### src/shared/ftp_pkg.sv
package ftp_pkg;

  // ==========================================================
  // Widths and counts
  localparam int COORD_W = 10;
  localparam int TICK_W = 24;
  localparam int FLASH_SLOTS = 10;
  localparam int MACRO_LEVELS = 4;
  localparam logic [3:0] FLASH_MAX_IDX = 4'h9;
  localparam logic [3:0] PEN_SINGLE = 4'h1;
  localparam logic [2:0] HEX_SHORT = 3'h4;
  localparam logic [2:0] HEX_WIDE = 3'h6;

  // ==========================================================
  // Timing
  localparam int CLK_PERIOD_NS = 100;
  localparam int MS_NS = 1000000;
  localparam int CYC_PER_MS = MS_NS / CLK_PERIOD_NS;
  // Default flash phase length, 500 ms
  localparam logic [15:0] FLASH_DEF_MS = 16'h01F4;

  // ==========================================================
  // ASCII hex
  localparam logic [7:0] ASCII_ZERO = 8'h30;
  localparam logic [7:0] ASCII_ALPHA_OFS = 8'h37;
  localparam logic [7:0] ASCII_UPPER_A = 8'h41;
  localparam logic [3:0] NIB_TEN = 4'hA;

  // ==========================================================
  // Commands and drawing environment
  typedef enum logic [4:0] {
    FLASH_DEFINE_CMD, FLASH_STOP_CMD, FLASH_RESUME_CMD, FLASH_DELETE_CMD,
    FLASH_SYNC_CMD, DRAW_STATE_SAVE_CMD, DRAW_STATE_RESTORE_CMD,
    PIXEL_WRITE_SHORT_CMD, PIXEL_WRITE_WIDE_CMD, PIXEL_READ_SHORT_CMD,
    PIXEL_READ_WIDE_CMD, LINE_DRAW_CMD, SET_FG_CMD, SET_BG_CMD, SET_PEN_CMD,
    CURSOR_MOVE_CMD, FLASH_RELEASE_CMD
  } ftp_op_t;

  typedef struct packed {
    logic [15:0] fg;
    logic [15:0] bg;
    logic [3:0] pen;
    logic [1:0] line_style;
    logic [COORD_W-1:0] cur_x;
    logic [COORD_W-1:0] cur_y;
    logic [COORD_W-1:0] org_x;
    logic [COORD_W-1:0] org_y;
    logic [3:0] font;
    logic [1:0] align;
    logic [1:0] draw_mode;
  } ftp_env_t;

  localparam ftp_env_t ENV_POWERUP = '{fg: 16'hFFFF, bg: 16'h0000, pen: 4'h1, default: '0};

  // 5-6-5 to 8-8-8, channels high, low bits zero
  function automatic logic [23:0] rgb565_to_888(input logic [15:0] c);
    rgb565_to_888 = {c[15:11], 3'h0, c[10:5], 2'h0, c[4:0], 3'h0};
  endfunction : rgb565_to_888

  function automatic logic [15:0] rgb888_to_565(input logic [23:0] c);
    rgb888_to_565 = {c[23:19], c[15:10], c[7:3]};
  endfunction : rgb888_to_565

endpackage : ftp_pkg
### src/shared/ftp_link_if.sv
`timescale 1ns/1ps
`default_nettype none
interface ftp_link_if;
  logic cmd_valid;
  logic cmd_ready;
  ftp_pkg::ftp_op_t cmd_op;
  logic [3:0] cmd_idx;
  logic cmd_arg;
  logic [ftp_pkg::COORD_W-1:0] cmd_x0;
  logic [ftp_pkg::COORD_W-1:0] cmd_y0;
  logic [ftp_pkg::COORD_W-1:0] cmd_x1;
  logic [ftp_pkg::COORD_W-1:0] cmd_y1;
  logic [23:0] cmd_color;
  logic [1:0] cmd_level;
  logic rsp_valid;
  logic rsp_ready;
  logic [7:0] rsp_char;

  modport dev (
    input cmd_valid, cmd_op, cmd_idx, cmd_arg, cmd_x0, cmd_y0, cmd_x1, cmd_y1,
    input cmd_color, cmd_level, rsp_ready,
    output cmd_ready, rsp_valid, rsp_char
  );
  modport host (
    output cmd_valid, cmd_op, cmd_idx, cmd_arg, cmd_x0, cmd_y0, cmd_x1, cmd_y1,
    output cmd_color, cmd_level, rsp_ready,
    input cmd_ready, rsp_valid, rsp_char
  );
endinterface : ftp_link_if
`default_nettype wire

### src/core/ftp_dev_end.sv
// Overview of operation
// - Stop state 0 halts showing foreground text
// - Stop state 1 halts showing background erase
// - Animation index only zero through nine
// - Resume of running animation does nothing
// - Resume restarts stopped animation from held phase
// - Delete stops animation and frees its slot
// - Host stops with phase before deleting
// - Sync returns all active animations to phase zero
// - Sync restarts all timers together
// - Save captures whole drawing environment
// - One save slot per macro call level
// - Animation engine saves and restores privately
// - Restore reloads current level's save slot
// - Restore without prior save gives power-up state
// - Short pixel write without colour uses foreground
// - Short colour packed red-green-blue 5-6-5
// - Wide colour is 24-bit, two hex per channel
// - Short read replies four hex characters
// - Wide read replies six hex characters
// - Line uses foreground colour and pen width
// - Flash alternates phases, 500 ms default each
`timescale 1ns/1ps
`default_nettype none
module ftp_dev_end #(
  parameter int CYC_PER_MS = ftp_pkg::CYC_PER_MS,
  parameter int LEVELS = ftp_pkg::MACRO_LEVELS
) (
  input wire logic i_sys_clk,
  input wire logic i_rstn,
  ftp_link_if.dev link,
  output logic o_fb_we,
  output logic o_fb_re,
  output logic [ftp_pkg::COORD_W-1:0] o_fb_x,
  output logic [ftp_pkg::COORD_W-1:0] o_fb_y,
  output logic [15:0] o_fb_wdata,
  output logic [3:0] o_fb_pen,
  input wire logic [15:0] i_fb_rdata,
  output logic o_anim_valid,
  output logic [3:0] o_anim_slot,
  output logic [15:0] o_anim_color,
  output logic o_err
);
  localparam int NS = ftp_pkg::FLASH_SLOTS;
  localparam int CW = ftp_pkg::COORD_W;
  localparam int LW = ftp_pkg::COORD_W + 3;
  localparam int TW = ftp_pkg::TICK_W;
  localparam logic [TW-1:0] TICK_LAST = TW'(CYC_PER_MS - 1);
  localparam logic signed [LW-1:0] ONE_S = LW'(1);

  typedef enum logic [2:0] {M_IDLE, M_LINE, M_RD1, M_RD2, M_TXW, M_TX} ftp_mode_t;
  typedef enum logic [1:0] {A_IDLE, A_SAVE, A_DRAW, A_RESTORE} ftp_anim_t;

  typedef struct packed {
    ftp_mode_t mode;
    ftp_anim_t anim;
    logic ready;
    ftp_pkg::ftp_env_t env;
    ftp_pkg::ftp_env_t anim_save;
    ftp_pkg::ftp_env_t [LEVELS-1:0] save;
    logic [LEVELS-1:0] saved;
    logic [NS-1:0] defined;
    logic [NS-1:0] running;
    logic [NS-1:0] phase;
    logic [NS-1:0] pend;
    logic [NS-1:0][15:0] delay;
    logic [NS-1:0][15:0] ms_cnt;
    logic [TW-1:0] tick_cnt;
    logic [3:0] anim_slot;
    logic signed [LW-1:0] lx;
    logic signed [LW-1:0] ly;
    logic signed [LW-1:0] ex;
    logic signed [LW-1:0] ey;
    logic signed [LW-1:0] dx;
    logic signed [LW-1:0] dy;
    logic signed [LW-1:0] bres_err;
    logic sx;
    logic sy;
    logic rd_wide;
    logic fb_we;
    logic fb_re;
    logic [CW-1:0] fb_x;
    logic [CW-1:0] fb_y;
    logic [15:0] fb_wdata;
    logic [3:0] fb_pen;
    logic anim_valid;
    logic [15:0] anim_color;
    logic err_p;
    logic tx_start;
    logic [23:0] tx_data;
    logic [2:0] tx_n;
  } ftp_dev_st_t;

  ftp_dev_st_t s_r;
  ftp_dev_st_t s_nxt;
  logic tx_busy;
  logic tx_valid;
  logic [7:0] tx_char;

  always_comb begin
    logic tick;
    logic accept;
    logic idx_ok;
    logic lvl_ok;
    logic [3:0] idx;
    logic [1:0] lvl;
    logic signed [LW-1:0] e2;
    logic signed [LW-1:0] dv;
    logic signed [LW-1:0] step;
    tick = 1'b0;
    accept = link.cmd_valid && s_r.ready;
    idx = link.cmd_idx;
    lvl = link.cmd_level;
    idx_ok = idx <= ftp_pkg::FLASH_MAX_IDX;
    lvl_ok = int'(lvl) < LEVELS;
    e2 = s_r.bres_err <<< 1;
    dv = '0;
    step = '0;
    s_nxt = s_r;
    s_nxt.fb_we = 1'b0;
    s_nxt.fb_re = 1'b0;
    s_nxt.anim_valid = 1'b0;
    s_nxt.err_p = 1'b0;
    s_nxt.tx_start = 1'b0;

    // ========================================================
    // Animation step: private save, draw phase, restore
    case (s_r.anim)
      A_IDLE: begin
        if (!accept && s_r.mode == M_IDLE && s_r.pend != '0) begin
          for (int i = NS - 1; i >= 0; i--) begin
            if (s_r.pend[i]) begin
              s_nxt.anim_slot = 4'(i);
            end
          end
          s_nxt.anim = A_SAVE;
        end
      end
      A_SAVE: begin
        s_nxt.anim_save = s_r.env;
        s_nxt.anim = A_DRAW;
      end
      A_DRAW: begin
        s_nxt.env.fg = s_r.phase[s_r.anim_slot] ? s_r.env.bg : s_r.env.fg;
        s_nxt.anim_valid = 1'b1;
        s_nxt.anim_color = s_nxt.env.fg;
        s_nxt.pend[s_r.anim_slot] = 1'b0;
        s_nxt.anim = A_RESTORE;
      end
      A_RESTORE: begin
        s_nxt.env = s_r.anim_save;
        s_nxt.anim = A_IDLE;
      end
      default: s_nxt.anim = A_IDLE;
    endcase

    // ========================================================
    // Millisecond timers; a phase toggle wins over a pending clear
    if (s_r.tick_cnt == TICK_LAST) begin
      s_nxt.tick_cnt = '0;
      tick = 1'b1;
    end else begin
      s_nxt.tick_cnt = s_r.tick_cnt + TW'(1);
    end
    for (int i = 0; i < NS; i++) begin
      if (tick && s_r.running[i]) begin
        if (s_r.ms_cnt[i] + 16'h0001 >= s_r.delay[i]) begin
          s_nxt.ms_cnt[i] = '0;
          s_nxt.phase[i] = ~s_r.phase[i];
          s_nxt.pend[i] = 1'b1;
        end else begin
          s_nxt.ms_cnt[i] = s_r.ms_cnt[i] + 16'h0001;
        end
      end
    end

    // ========================================================
    // Command execution
    if (accept) begin
      case (link.cmd_op)
        ftp_pkg::FLASH_DEFINE_CMD, ftp_pkg::FLASH_STOP_CMD, ftp_pkg::FLASH_RESUME_CMD,
        ftp_pkg::FLASH_DELETE_CMD: begin
          if (!idx_ok) begin
            s_nxt.err_p = 1'b1;
          end else if (link.cmd_op == ftp_pkg::FLASH_DEFINE_CMD) begin
            s_nxt.defined[idx] = 1'b1;
            s_nxt.running[idx] = 1'b1;
            s_nxt.phase[idx] = 1'b0;
            s_nxt.ms_cnt[idx] = '0;
            s_nxt.pend[idx] = 1'b1;
            s_nxt.delay[idx] = (link.cmd_color[15:0] == '0) ? ftp_pkg::FLASH_DEF_MS
                                                             : link.cmd_color[15:0];
          end else if (link.cmd_op == ftp_pkg::FLASH_STOP_CMD) begin
            if (s_r.defined[idx]) begin
              s_nxt.running[idx] = 1'b0;
              s_nxt.phase[idx] = link.cmd_arg;
              s_nxt.ms_cnt[idx] = '0;
              s_nxt.pend[idx] = 1'b1;
            end
          end else if (link.cmd_op == ftp_pkg::FLASH_RESUME_CMD) begin
            if (s_r.defined[idx] && !s_r.running[idx]) begin
              s_nxt.running[idx] = 1'b1;
              s_nxt.ms_cnt[idx] = '0;
            end
          end else begin
            s_nxt.defined[idx] = 1'b0;
            s_nxt.running[idx] = 1'b0;
            s_nxt.pend[idx] = 1'b0;
          end
        end
        ftp_pkg::FLASH_SYNC_CMD: begin
          s_nxt.tick_cnt = '0;
          for (int i = 0; i < NS; i++) begin
            if (s_r.running[i]) begin
              s_nxt.phase[i] = 1'b0;
              s_nxt.ms_cnt[i] = '0;
              s_nxt.pend[i] = 1'b1;
            end
          end
        end
        ftp_pkg::DRAW_STATE_SAVE_CMD: begin
          if (lvl_ok) begin
            s_nxt.save[lvl] = s_r.env;
            s_nxt.saved[lvl] = 1'b1;
          end else begin
            s_nxt.err_p = 1'b1;
          end
        end
        ftp_pkg::DRAW_STATE_RESTORE_CMD: begin
          if (lvl_ok) begin
            s_nxt.env = s_r.saved[lvl] ? s_r.save[lvl] : ftp_pkg::ENV_POWERUP;
          end else begin
            s_nxt.err_p = 1'b1;
          end
        end
        ftp_pkg::PIXEL_WRITE_SHORT_CMD, ftp_pkg::PIXEL_WRITE_WIDE_CMD: begin
          s_nxt.fb_we = 1'b1;
          s_nxt.fb_x = link.cmd_x0;
          s_nxt.fb_y = link.cmd_y0;
          s_nxt.fb_pen = ftp_pkg::PEN_SINGLE;
          if (link.cmd_op == ftp_pkg::PIXEL_WRITE_WIDE_CMD) begin
            s_nxt.fb_wdata = ftp_pkg::rgb888_to_565(link.cmd_color);
          end else begin
            s_nxt.fb_wdata = link.cmd_arg ? link.cmd_color[15:0] : s_r.env.fg;
          end
        end
        ftp_pkg::PIXEL_READ_SHORT_CMD, ftp_pkg::PIXEL_READ_WIDE_CMD: begin
          s_nxt.fb_re = 1'b1;
          s_nxt.fb_x = link.cmd_x0;
          s_nxt.fb_y = link.cmd_y0;
          s_nxt.rd_wide = link.cmd_op == ftp_pkg::PIXEL_READ_WIDE_CMD;
          s_nxt.mode = M_RD1;
        end
        ftp_pkg::LINE_DRAW_CMD: begin
          s_nxt.lx = LW'(link.cmd_x0);
          s_nxt.ly = LW'(link.cmd_y0);
          s_nxt.ex = LW'(link.cmd_x1);
          s_nxt.ey = LW'(link.cmd_y1);
          s_nxt.sx = link.cmd_x1 < link.cmd_x0;
          s_nxt.sy = link.cmd_y1 < link.cmd_y0;
          dv = s_nxt.ex - s_nxt.lx;
          s_nxt.dx = s_nxt.sx ? -dv : dv;
          dv = s_nxt.ey - s_nxt.ly;
          s_nxt.dy = s_nxt.sy ? dv : -dv;
          s_nxt.bres_err = s_nxt.dx + s_nxt.dy;
          s_nxt.mode = M_LINE;
        end
        ftp_pkg::SET_FG_CMD: s_nxt.env.fg = link.cmd_color[15:0];
        ftp_pkg::SET_BG_CMD: s_nxt.env.bg = link.cmd_color[15:0];
        ftp_pkg::SET_PEN_CMD: s_nxt.env.pen = link.cmd_color[3:0];
        ftp_pkg::CURSOR_MOVE_CMD: begin
          s_nxt.env.cur_x = link.cmd_x0;
          s_nxt.env.cur_y = link.cmd_y0;
        end
        default: s_nxt.err_p = 1'b1;
      endcase
    end

    // ========================================================
    // Line walk and pixel readback
    case (s_r.mode)
      M_IDLE: ;
      M_LINE: begin
        s_nxt.fb_we = 1'b1;
        s_nxt.fb_x = s_r.lx[CW-1:0];
        s_nxt.fb_y = s_r.ly[CW-1:0];
        s_nxt.fb_wdata = s_r.env.fg;
        s_nxt.fb_pen = s_r.env.pen;
        if (s_r.lx == s_r.ex && s_r.ly == s_r.ey) begin
          s_nxt.mode = M_IDLE;
        end else begin
          step = '0;
          if (e2 >= s_r.dy) begin
            step = s_r.dy;
            s_nxt.lx = s_r.sx ? s_r.lx - ONE_S : s_r.lx + ONE_S;
          end
          if (e2 <= s_r.dx) begin
            step = step + s_r.dx;
            s_nxt.ly = s_r.sy ? s_r.ly - ONE_S : s_r.ly + ONE_S;
          end
          s_nxt.bres_err = s_r.bres_err + step;
        end
      end
      M_RD1: s_nxt.mode = M_RD2;
      M_RD2: begin
        s_nxt.tx_start = 1'b1;
        s_nxt.tx_data = s_r.rd_wide ? ftp_pkg::rgb565_to_888(i_fb_rdata)
                                    : {8'h00, i_fb_rdata};
        s_nxt.tx_n = s_r.rd_wide ? ftp_pkg::HEX_WIDE : ftp_pkg::HEX_SHORT;
        s_nxt.mode = M_TXW;
      end
      M_TXW: s_nxt.mode = M_TX;
      M_TX: if (!tx_busy) s_nxt.mode = M_IDLE;
      default: s_nxt.mode = M_IDLE;
    endcase

    s_nxt.ready = s_nxt.mode == M_IDLE && s_nxt.anim == A_IDLE && s_nxt.pend == '0;
  end

  always_ff @(posedge i_sys_clk or negedge i_rstn) begin
    if (!i_rstn) begin
      s_r <= '0;
      s_r.env <= ftp_pkg::ENV_POWERUP;
    end else begin
      s_r <= s_nxt;
    end
  end

  ftp_hex_tx ftp_hex_tx_i (
    .i_sys_clk(i_sys_clk),
    .i_rstn(i_rstn),
    .i_start(s_r.tx_start),
    .i_data(s_r.tx_data),
    .i_count(s_r.tx_n),
    .i_ready(link.rsp_ready),
    .o_valid(tx_valid),
    .o_char(tx_char),
    .o_busy(tx_busy)
  );

  assign link.cmd_ready = s_r.ready;
  assign link.rsp_valid = tx_valid;
  assign link.rsp_char = tx_char;
  assign o_fb_we = s_r.fb_we;
  assign o_fb_re = s_r.fb_re;
  assign o_fb_x = s_r.fb_x;
  assign o_fb_y = s_r.fb_y;
  assign o_fb_wdata = s_r.fb_wdata;
  assign o_fb_pen = s_r.fb_pen;
  assign o_anim_valid = s_r.anim_valid;
  assign o_anim_slot = s_r.anim_slot;
  assign o_anim_color = s_r.anim_color;
  assign o_err = s_r.err_p;
endmodule : ftp_dev_end
`default_nettype wire

### src/core/ftp_hex_tx.sv
`timescale 1ns/1ps
`default_nettype none
// Sends the low i_count nibbles of i_data as ASCII hex, most significant first
module ftp_hex_tx (
  input wire logic i_sys_clk,
  input wire logic i_rstn,
  input wire logic i_start,
  input wire logic [23:0] i_data,
  input wire logic [2:0] i_count,
  input wire logic i_ready,
  output logic o_valid,
  output logic [7:0] o_char,
  output logic o_busy
);
  typedef struct packed {
    logic [23:0] data;
    logic [2:0] left;
    logic valid;
    logic [7:0] chr;
  } ftp_hex_st_t;

  ftp_hex_st_t s_r;
  ftp_hex_st_t s_nxt;

  function automatic logic [7:0] to_ascii(input logic [3:0] n);
    to_ascii = (n < ftp_pkg::NIB_TEN) ? ftp_pkg::ASCII_ZERO + {4'h0, n}
                                       : ftp_pkg::ASCII_ALPHA_OFS + {4'h0, n};
  endfunction : to_ascii

  always_comb begin
    logic [23:0] sh;
    sh = '0;
    s_nxt = s_r;
    if (!s_r.valid) begin
      if (i_start) begin
        sh = i_data << {(ftp_pkg::HEX_WIDE - i_count), 2'h0};
        s_nxt.data = sh;
        s_nxt.left = i_count;
        s_nxt.valid = 1'b1;
        s_nxt.chr = to_ascii(sh[23:20]);
      end
    end else if (i_ready) begin
      if (s_r.left > 3'h1) begin
        sh = s_r.data << 4;
        s_nxt.data = sh;
        s_nxt.left = s_r.left - 3'h1;
        s_nxt.chr = to_ascii(sh[23:20]);
      end else begin
        s_nxt.valid = 1'b0;
        s_nxt.left = '0;
      end
    end
  end

  always_ff @(posedge i_sys_clk or negedge i_rstn) begin
    if (!i_rstn) begin
      s_r <= '0;
    end else begin
      s_r <= s_nxt;
    end
  end

  assign o_valid = s_r.valid;
  assign o_char = s_r.chr;
  assign o_busy = s_r.valid;
endmodule : ftp_hex_tx
`default_nettype wire

### src/flat_wrapper.sv
// flat-port wrapper written by rule: the top's interface ports become plain ports
module ftp_dev_end_flat 
#(
  parameter int CYC_PER_MS = ftp_pkg::CYC_PER_MS,
  parameter int LEVELS = ftp_pkg::MACRO_LEVELS
)
  (i_sys_clk, i_rstn, o_fb_we, o_fb_re, o_fb_x, o_fb_y, o_fb_wdata, o_fb_pen, i_fb_rdata, o_anim_valid, o_anim_slot, o_anim_color, o_err, link_cmd_valid, link_cmd_op, link_cmd_idx, link_cmd_arg, link_cmd_x0, link_cmd_y0, link_cmd_x1, link_cmd_y1, link_cmd_color, link_cmd_level, link_rsp_ready, link_cmd_ready, link_rsp_valid, link_rsp_char);
  ftp_link_if link_i ();
  input wire logic i_sys_clk;
  input wire logic i_rstn;
  output logic o_fb_we;
  output logic o_fb_re;
  output logic [ftp_pkg::COORD_W-1:0] o_fb_x;
  output logic [ftp_pkg::COORD_W-1:0] o_fb_y;
  output logic [15:0] o_fb_wdata;
  output logic [3:0] o_fb_pen;
  input wire logic [15:0] i_fb_rdata;
  output logic o_anim_valid;
  output logic [3:0] o_anim_slot;
  output logic [15:0] o_anim_color;
  output logic o_err;
  input wire logic [$bits(link_i.cmd_valid)-1:0] link_cmd_valid;
  input wire logic [$bits(link_i.cmd_op)-1:0] link_cmd_op;
  input wire logic [$bits(link_i.cmd_idx)-1:0] link_cmd_idx;
  input wire logic [$bits(link_i.cmd_arg)-1:0] link_cmd_arg;
  input wire logic [$bits(link_i.cmd_x0)-1:0] link_cmd_x0;
  input wire logic [$bits(link_i.cmd_y0)-1:0] link_cmd_y0;
  input wire logic [$bits(link_i.cmd_x1)-1:0] link_cmd_x1;
  input wire logic [$bits(link_i.cmd_y1)-1:0] link_cmd_y1;
  input wire logic [$bits(link_i.cmd_color)-1:0] link_cmd_color;
  input wire logic [$bits(link_i.cmd_level)-1:0] link_cmd_level;
  input wire logic [$bits(link_i.rsp_ready)-1:0] link_rsp_ready;
  output wire logic [$bits(link_i.cmd_ready)-1:0] link_cmd_ready;
  output wire logic [$bits(link_i.rsp_valid)-1:0] link_rsp_valid;
  output wire logic [$bits(link_i.rsp_char)-1:0] link_rsp_char;
  assign link_i.cmd_valid = link_cmd_valid;
  assign link_i.cmd_op = link_cmd_op;
  assign link_i.cmd_idx = link_cmd_idx;
  assign link_i.cmd_arg = link_cmd_arg;
  assign link_i.cmd_x0 = link_cmd_x0;
  assign link_i.cmd_y0 = link_cmd_y0;
  assign link_i.cmd_x1 = link_cmd_x1;
  assign link_i.cmd_y1 = link_cmd_y1;
  assign link_i.cmd_color = link_cmd_color;
  assign link_i.cmd_level = link_cmd_level;
  assign link_i.rsp_ready = link_rsp_ready;
  assign link_cmd_ready = link_i.cmd_ready;
  assign link_rsp_valid = link_i.rsp_valid;
  assign link_rsp_char = link_i.rsp_char;
  ftp_dev_end #(.CYC_PER_MS(CYC_PER_MS), .LEVELS(LEVELS)) u_core (.i_sys_clk(i_sys_clk), .i_rstn(i_rstn), .link(link_i), .o_fb_we(o_fb_we), .o_fb_re(o_fb_re), .o_fb_x(o_fb_x), .o_fb_y(o_fb_y), .o_fb_wdata(o_fb_wdata), .o_fb_pen(o_fb_pen), .i_fb_rdata(i_fb_rdata), .o_anim_valid(o_anim_valid), .o_anim_slot(o_anim_slot), .o_anim_color(o_anim_color), .o_err(o_err));
endmodule
### config.mk
export PLATFORM = sky130hd
export DESIGN_NAME = ftp_dev_end_flat
export DESIGN_NICKNAME = d
export VERILOG_FILES = /design/src/shared/ftp_pkg.sv /design/src/shared/ftp_link_if.sv /design/src/core/ftp_dev_end.sv /design/src/core/ftp_hex_tx.sv /design/src/flat_wrapper.sv
export SDC_FILE = /design/constraint.sdc
export NUM_CORES = 2
export LEC_CHECK = 0
export ABC_CLOCK_PERIOD_IN_PS = 7600
export BUFFER_PORTS_ARGS = -buffer_cell sky130_fd_sc_hd__buf_2
export CAP_MARGIN = 20
export CORE_UTILIZATION = 60
export DETAILED_ROUTE_END_ITERATION = 12
export PLACE_DENSITY = 0.78
export SETUP_SLACK_MARGIN = 0.3
export SYNTH_ARGS = -nofsm -noshare
export SYNTH_HDL_FRONTEND = slang
export SYNTH_SLANG_ARGS = --single-unit
### constraint.sdc
create_clock -name i_sys_clk -period 7.6 [get_ports i_sys_clk]
set_clock_uncertainty 0.1 [all_clocks]
set_input_delay 0.76 -clock i_sys_clk [delete_from_list [all_inputs] [get_ports i_sys_clk]]
set_output_delay 0.76 -clock i_sys_clk [all_outputs]
set_load 0.01 [all_outputs]
== Yosys cells after proc, flatten, opt, wreduce, memory -nomap -nowiden ==
Index checks and enable logic that the tools add are counted.
W data, S select, Z words.

* $lt $le $gt $ge: 24
* $mul: 0
* Reductions and logical operators: 50
* Mux-type cells: 210
* Divide/modulo/power cells: 0
* Equal/unequal tests: 32
* Shifts and indexed selects: 1
* Add/sub/neg operators: 28
* Bitwise gates (word level): 23

{| class="wikitable"
|+ Operators with widths
! cell !! number
|-
| $mux W160 || 7
|-
| $mux W16 || 35
|-
| $mux W364 || 1
|-
| $bwmux W344 || 1
|-
| $mux W86 || 4
|-
| $mux W340 || 1
|-
| $pmux W160 S2 || 1
|-
| $mux W13 || 14
|-
| $bmux W86 S2 || 1
|-
| $demux W86 S2 || 1
|-
| $add A16 B1 Y16 const B || 10
|-
| $and A160 B160 Y160 || 1
|-
| $bwmux W160 || 1
|-
| $ge A16 B16 Y1 || 10
|-
| $not A160 Y160 || 1
|-
| $mux W136 || 1
|-
| $mux W32 || 3
|-
| $pmux W16 S2 || 3
|-
| $mux W93 || 1
|-
| $mux W10 || 9
|-
| $mux W40 || 2
|-
| $pmux W20 S2 || 2
|-
| $mux W1 || 75
|-
| $mux W24 || 3
|-
| other kinds (78) || 180
|}

* Memories kept: 0
* Word-level logic and storage cells: 490
* Latch bits: 0
* Output and inout port bits: 74
* Register bits after elaboration: 1122
* RAM bits: 0
* Input port bits: 96
* Memory bits (read-only): 0

== Longest topological paths before layout ==
* Depth in word-level cells: 18
* Depth in mapped cells: 31
* Depth with buffers taken out: 28

== Modules after synthesis ==
Synthesis repeated with hierarchy kept, for this count alone.

* Cell total of the unflattened synthesis: 5050
* Area total of the unflattened synthesis: 48157.4 µm²

{| class="wikitable"
|+ By module, submodules not included
! module !! cells each !! times used !! sequential area each (µm²) !! area an instance (µm²)
|-
| ftp_dev_end || 4813 || 1 || 19665.1 || 45989.1
|-
| ftp_hex_tx || 237 || 1 || 775.7 || 2168.3
|}

== Least setup slack after synthesis ==
OpenSTA, ideal clock, no wires.

* Path kind: register to register
* Start: register u_core.s_r[109] (netlist bit)
* End: register u_core.s_r[102] (netlist bit)
* Buffers on the path: 3
* Data required time: 7371 ps
* Arrival time: 6041 ps
* Path slack: 1330 ps
* Cell stages (with the launch flop): 31
* Clock period less this slack: 6270 ps
* Cells stage by stage: dfrtp_1 > clkbuf_1 > inv_1 > ha_1 > nand2_1 > nor2_1 > o311ai_1 > a21boi_0 > clkbuf_1 > clkbuf_1 > and2_1 > ha_1 > inv_1 > fa_1 > maj3_1 > a22o_1 > o21ai_0 > a31oi_1 > o22ai_1 > maj3_1 > a21oi_1 > xnor2_1 > mux2_2 > ha_1 > a21o_1 > a31oi_1 > o21ai_0 > xnor2_1 > nor3b_1 > o31ai_1 > nand3_1

{| class="wikitable"
|+ RTL lines
! what !! line !! text
|-
| from (decl) || ftp_dev_end.sv:94 || <nowiki>ftp_dev_st_t s_r;</nowiki>
|-
| from (signal assigned) || ftp_dev_end.sv:325 || <nowiki>s_r <= s_nxt;</nowiki>
|}

==> flow_metrics.env <==
export IMPL_outcome="finished, violations left"
export IMPL_violations="negative hold slack"
export IMPL_slowest_delay_ps=480
export IMPL_grt_max_degree=154
export IMPL_worstHoldPathType="input port to asynchronous set/reset pin"
export IMPL_p_comb_frac=0.315
export IMPL_dp_slack_ps=1220
export IMPL_cts_tree="yes"
export IMPL_synthAdderAreaFrac=0.0757
export IMPL_finalHoldViolCount=9
export IMPL_cp_slowest_cell="fa_1"
export IMPL_clk_latency_ps=680
export IMPL_intPower_w=0.0102
export IMPL_rsz0062_at_grt="false"
export IMPL_async_reset_ff_frac=1.00
export IMPL_area_growth_syn_to_layout_pct=9.31
export IMPL_drt_total_wl_mm=123
export IMPL_hold_buffers=0
export IMPL_p_seq_frac=0.386
export IMPL_fin_nets=5319
export IMPL_io_buffers=165
export IMPL_swShare=0.355
export IMPL_crit_path_end_kind="flop"
export IMPL_synth_edf_count=0
export IMPL_timing_hold_ws_ps=-23.3
export IMPL_clk_pin_slew_worst_paths_ps=60
export IMPL_yosysWarningCount=0
export IMPL_cap_violations=0
export IMPL_clockRootBuffer="clkbuf_16"
export IMPL_final_period_utilization=0.849
export IMPL_drt_iter0_drc=3341
export IMPL_setup_tns_final_ps=0
export IMPL_antenna_found_initial=14
export IMPL_place_congestion=0.951
export IMPL_clockBufferDepth=3
export IMPL_seq_area_frac_synth=0.427
export IMPL_grt_pass1_vias=36854
export IMPL_synthFlopType="dfrtp_1"
export IMPL_fp_row_count=103
export IMPL_cts_made_buffers=90
export IMPL_die_h_um=284
export IMPL_fin_crit_ps=6450
export IMPL_switchingPower_w=0.00562
export IMPL_cp_required_ps=8040
export IMPL_overflow=0
export IMPL_mostFrequentLayoutCell="dfrtp_1"
export IMPL_pin_count=170
export IMPL_postLayoutCoreUtil=0.662
export IMPL_syn_cell_area_um2=47800
export IMPL_synth_top_family_by_area="simple AND/OR/NAND/NOR gates"
export IMPL_slew_limit_headroom=0.210
export IMPL_maxSlewViolCount=0
export IMPL_die_x_um=284
export IMPL_worstPathMaxFanout=21
export IMPL_first_pass_iters=6
export IMPL_ys_types=87
export IMPL_mostFrequentLayoutCells="dfrtp_1, nand2_1, nor2_1, mux2_2, ha_1"
export IMPL_postRouteAntennaNets=0
export IMPL_arrival_ps=6890
export IMPL_synth_nets=5332
export IMPL_synth_xor_area_frac=0.0743
export IMPL_pwr_share_clk=0.299
export IMPL_hpwl_mm=81.9
export IMPL_leakage_nw=24.3
export IMPL_finalWorstSetupSlack_ps=1150
export IMPL_setup_viol=0
export IMPL_htree_levels=3
export IMPL_synth_cells=4953
export IMPL_cp_start_kind="flop"
export IMPL_core_area_um2=79000
export IMPL_cts_sinks=816
export IMPL_worst_pin_slew_ps=1180
export IMPL_synth_simple_area_share=0.142
export IMPL_drive_gt1_frac=0.151
export IMPL_grt_usage=0.305
export IMPL_worstSetupPathType="flop to flop"
export IMPL_vias_per_cell=6.10
export IMPL_initial_utilization=0.606
export IMPL_synth_seq_cells=816
export IMPL_route_vias_total=37053
export IMPL_syn_avg_cell_area_um2=9.66
export IMPL_post_cts_buffers=0
export IMPL_synthMuxAreaShare=0.106
export IMPL_ir_drop_uv=259
export IMPL_drc=0
export IMPL_p_total_w=0.0158
export IMPL_rrSetupSlack_ps=1150
export IMPL_ctsResizeCount=0
export IMPL_die_area_um2=80900
export IMPL_power_density_nw_per_um2=302
export IMPL_synth_compound_area_frac=0.122
export IMPL_grt_pass1_wl_mm=197
export IMPL_wl_per_cell_um=20.3
export IMPL_fmax_mhz=155
kinds of logic after synthesis:
logic type	after synthesis
flops	816
simple gates	1505
buf+inv	578
xor+xnor	406
fa+ha+maj	286
mux	419
compound gates	942
other cells	1
final timing paths:
kind,startpoint,endpoint,cells after the start
min in group i_sys_clk,link_cmd_x1[6],u_core.s_r[149],3
worst min register to register,u_core.s_r[186],u_core.s_r[186],1
worst min-delay path,i_rstn,u_core.s_r[119],1
worst max register to register,u_core.s_r[109],u_core.s_r[102],26
max in group asynchronous,i_rstn,u_core.s_r[296],3
worst max-delay path,u_core.s_r[109],u_core.s_r[102],26
power groups by stage:
stage               Sequential, W  Combinational [W]  Clock, W
finish                    0.00610            0.00498   0.00473
global route              0.00619            0.00555   0.00496
detailed placement        0.00612            0.00491         0
floorplan                 0.00572            0.00399         0
global placement          0.00608            0.00473         0
CTS                       0.00606            0.00496   0.00479
worst max-delay path, delay by kind of cell, from the launching register on:
family	cells	cell delay (ps)
adder cells (fa/ha/maj)	5	1730
AND/OR/NAND/NOR	5	540
flip-flops	1	450
multiplexers	1	280
AO/OA/AOI/OAI	11	2280
buffers and inverters	2	440
XOR/XNOR	2	510
per-stage QoR:
stage               cells  instance area (um2)
floorplan            4953                47800
global placement     5895                49000
detailed placement   5895                49000
CTS                  6061                52300
global route         6069                52300
finish               6071                52300
layer usage:
metal | wire, um | part of all wire | track usage | up-vias
met2 | 56600 | 0.46 | 0.480 | 1322
met1 | 52100 | 0.42 | 0.413 | 18301
met5 | 77 | 0.00063 | 0 | -
met4 | 5200 | 0.042 | 0.134 | 12
li1 | - | - | - | 17084
met3 | 9210 | 0.075 | 0.0545 | 334
registers in the layout, summed over array words and instances, names as in the netlist, 7 cells and up:
register                    flops
u_core.s_r                    720
u_core.ftp_hex_tx_i.s_r        23
u_core.o_anim_color            16
u_core.o_fb_wdata              16
u_core.o_fb_x                  10
u_core.o_fb_y                  10
u_core.ftp_hex_tx_i.o_char      7
layout make-up:
class                      count  area (um2)
fill                        6050       26700
multi-input combinational   3559       25000
sequential                   816       20400
clock buffer                 123        2590
tap                         1050        1310
timing repair buffer         213        1260
inverter                     260         976
clock inverter                43         696
antenna                        7        17.5
synthesized netlist by cell type, drive strengths merged, types with 73 or more instances:
cell / count / area, um2
mux2i: 89 / 891
mux2: 288 / 3240
clkbuf: 200 / 753
xor2: 221 / 1940
ha: 276 / 3450
buf: 118 / 746
nand2: 530 / 1990
o21ai: 278 / 1390
dfrtp: 799 / 20000
and3: 73 / 457
nor2: 471 / 1770
xnor2: 185 / 1620
nand3: 103 / 515
inv: 259 / 972
a21oi: 244 / 1220
nor3: 74 / 385
No activity file was read; power rests on OpenSTA's default activity.
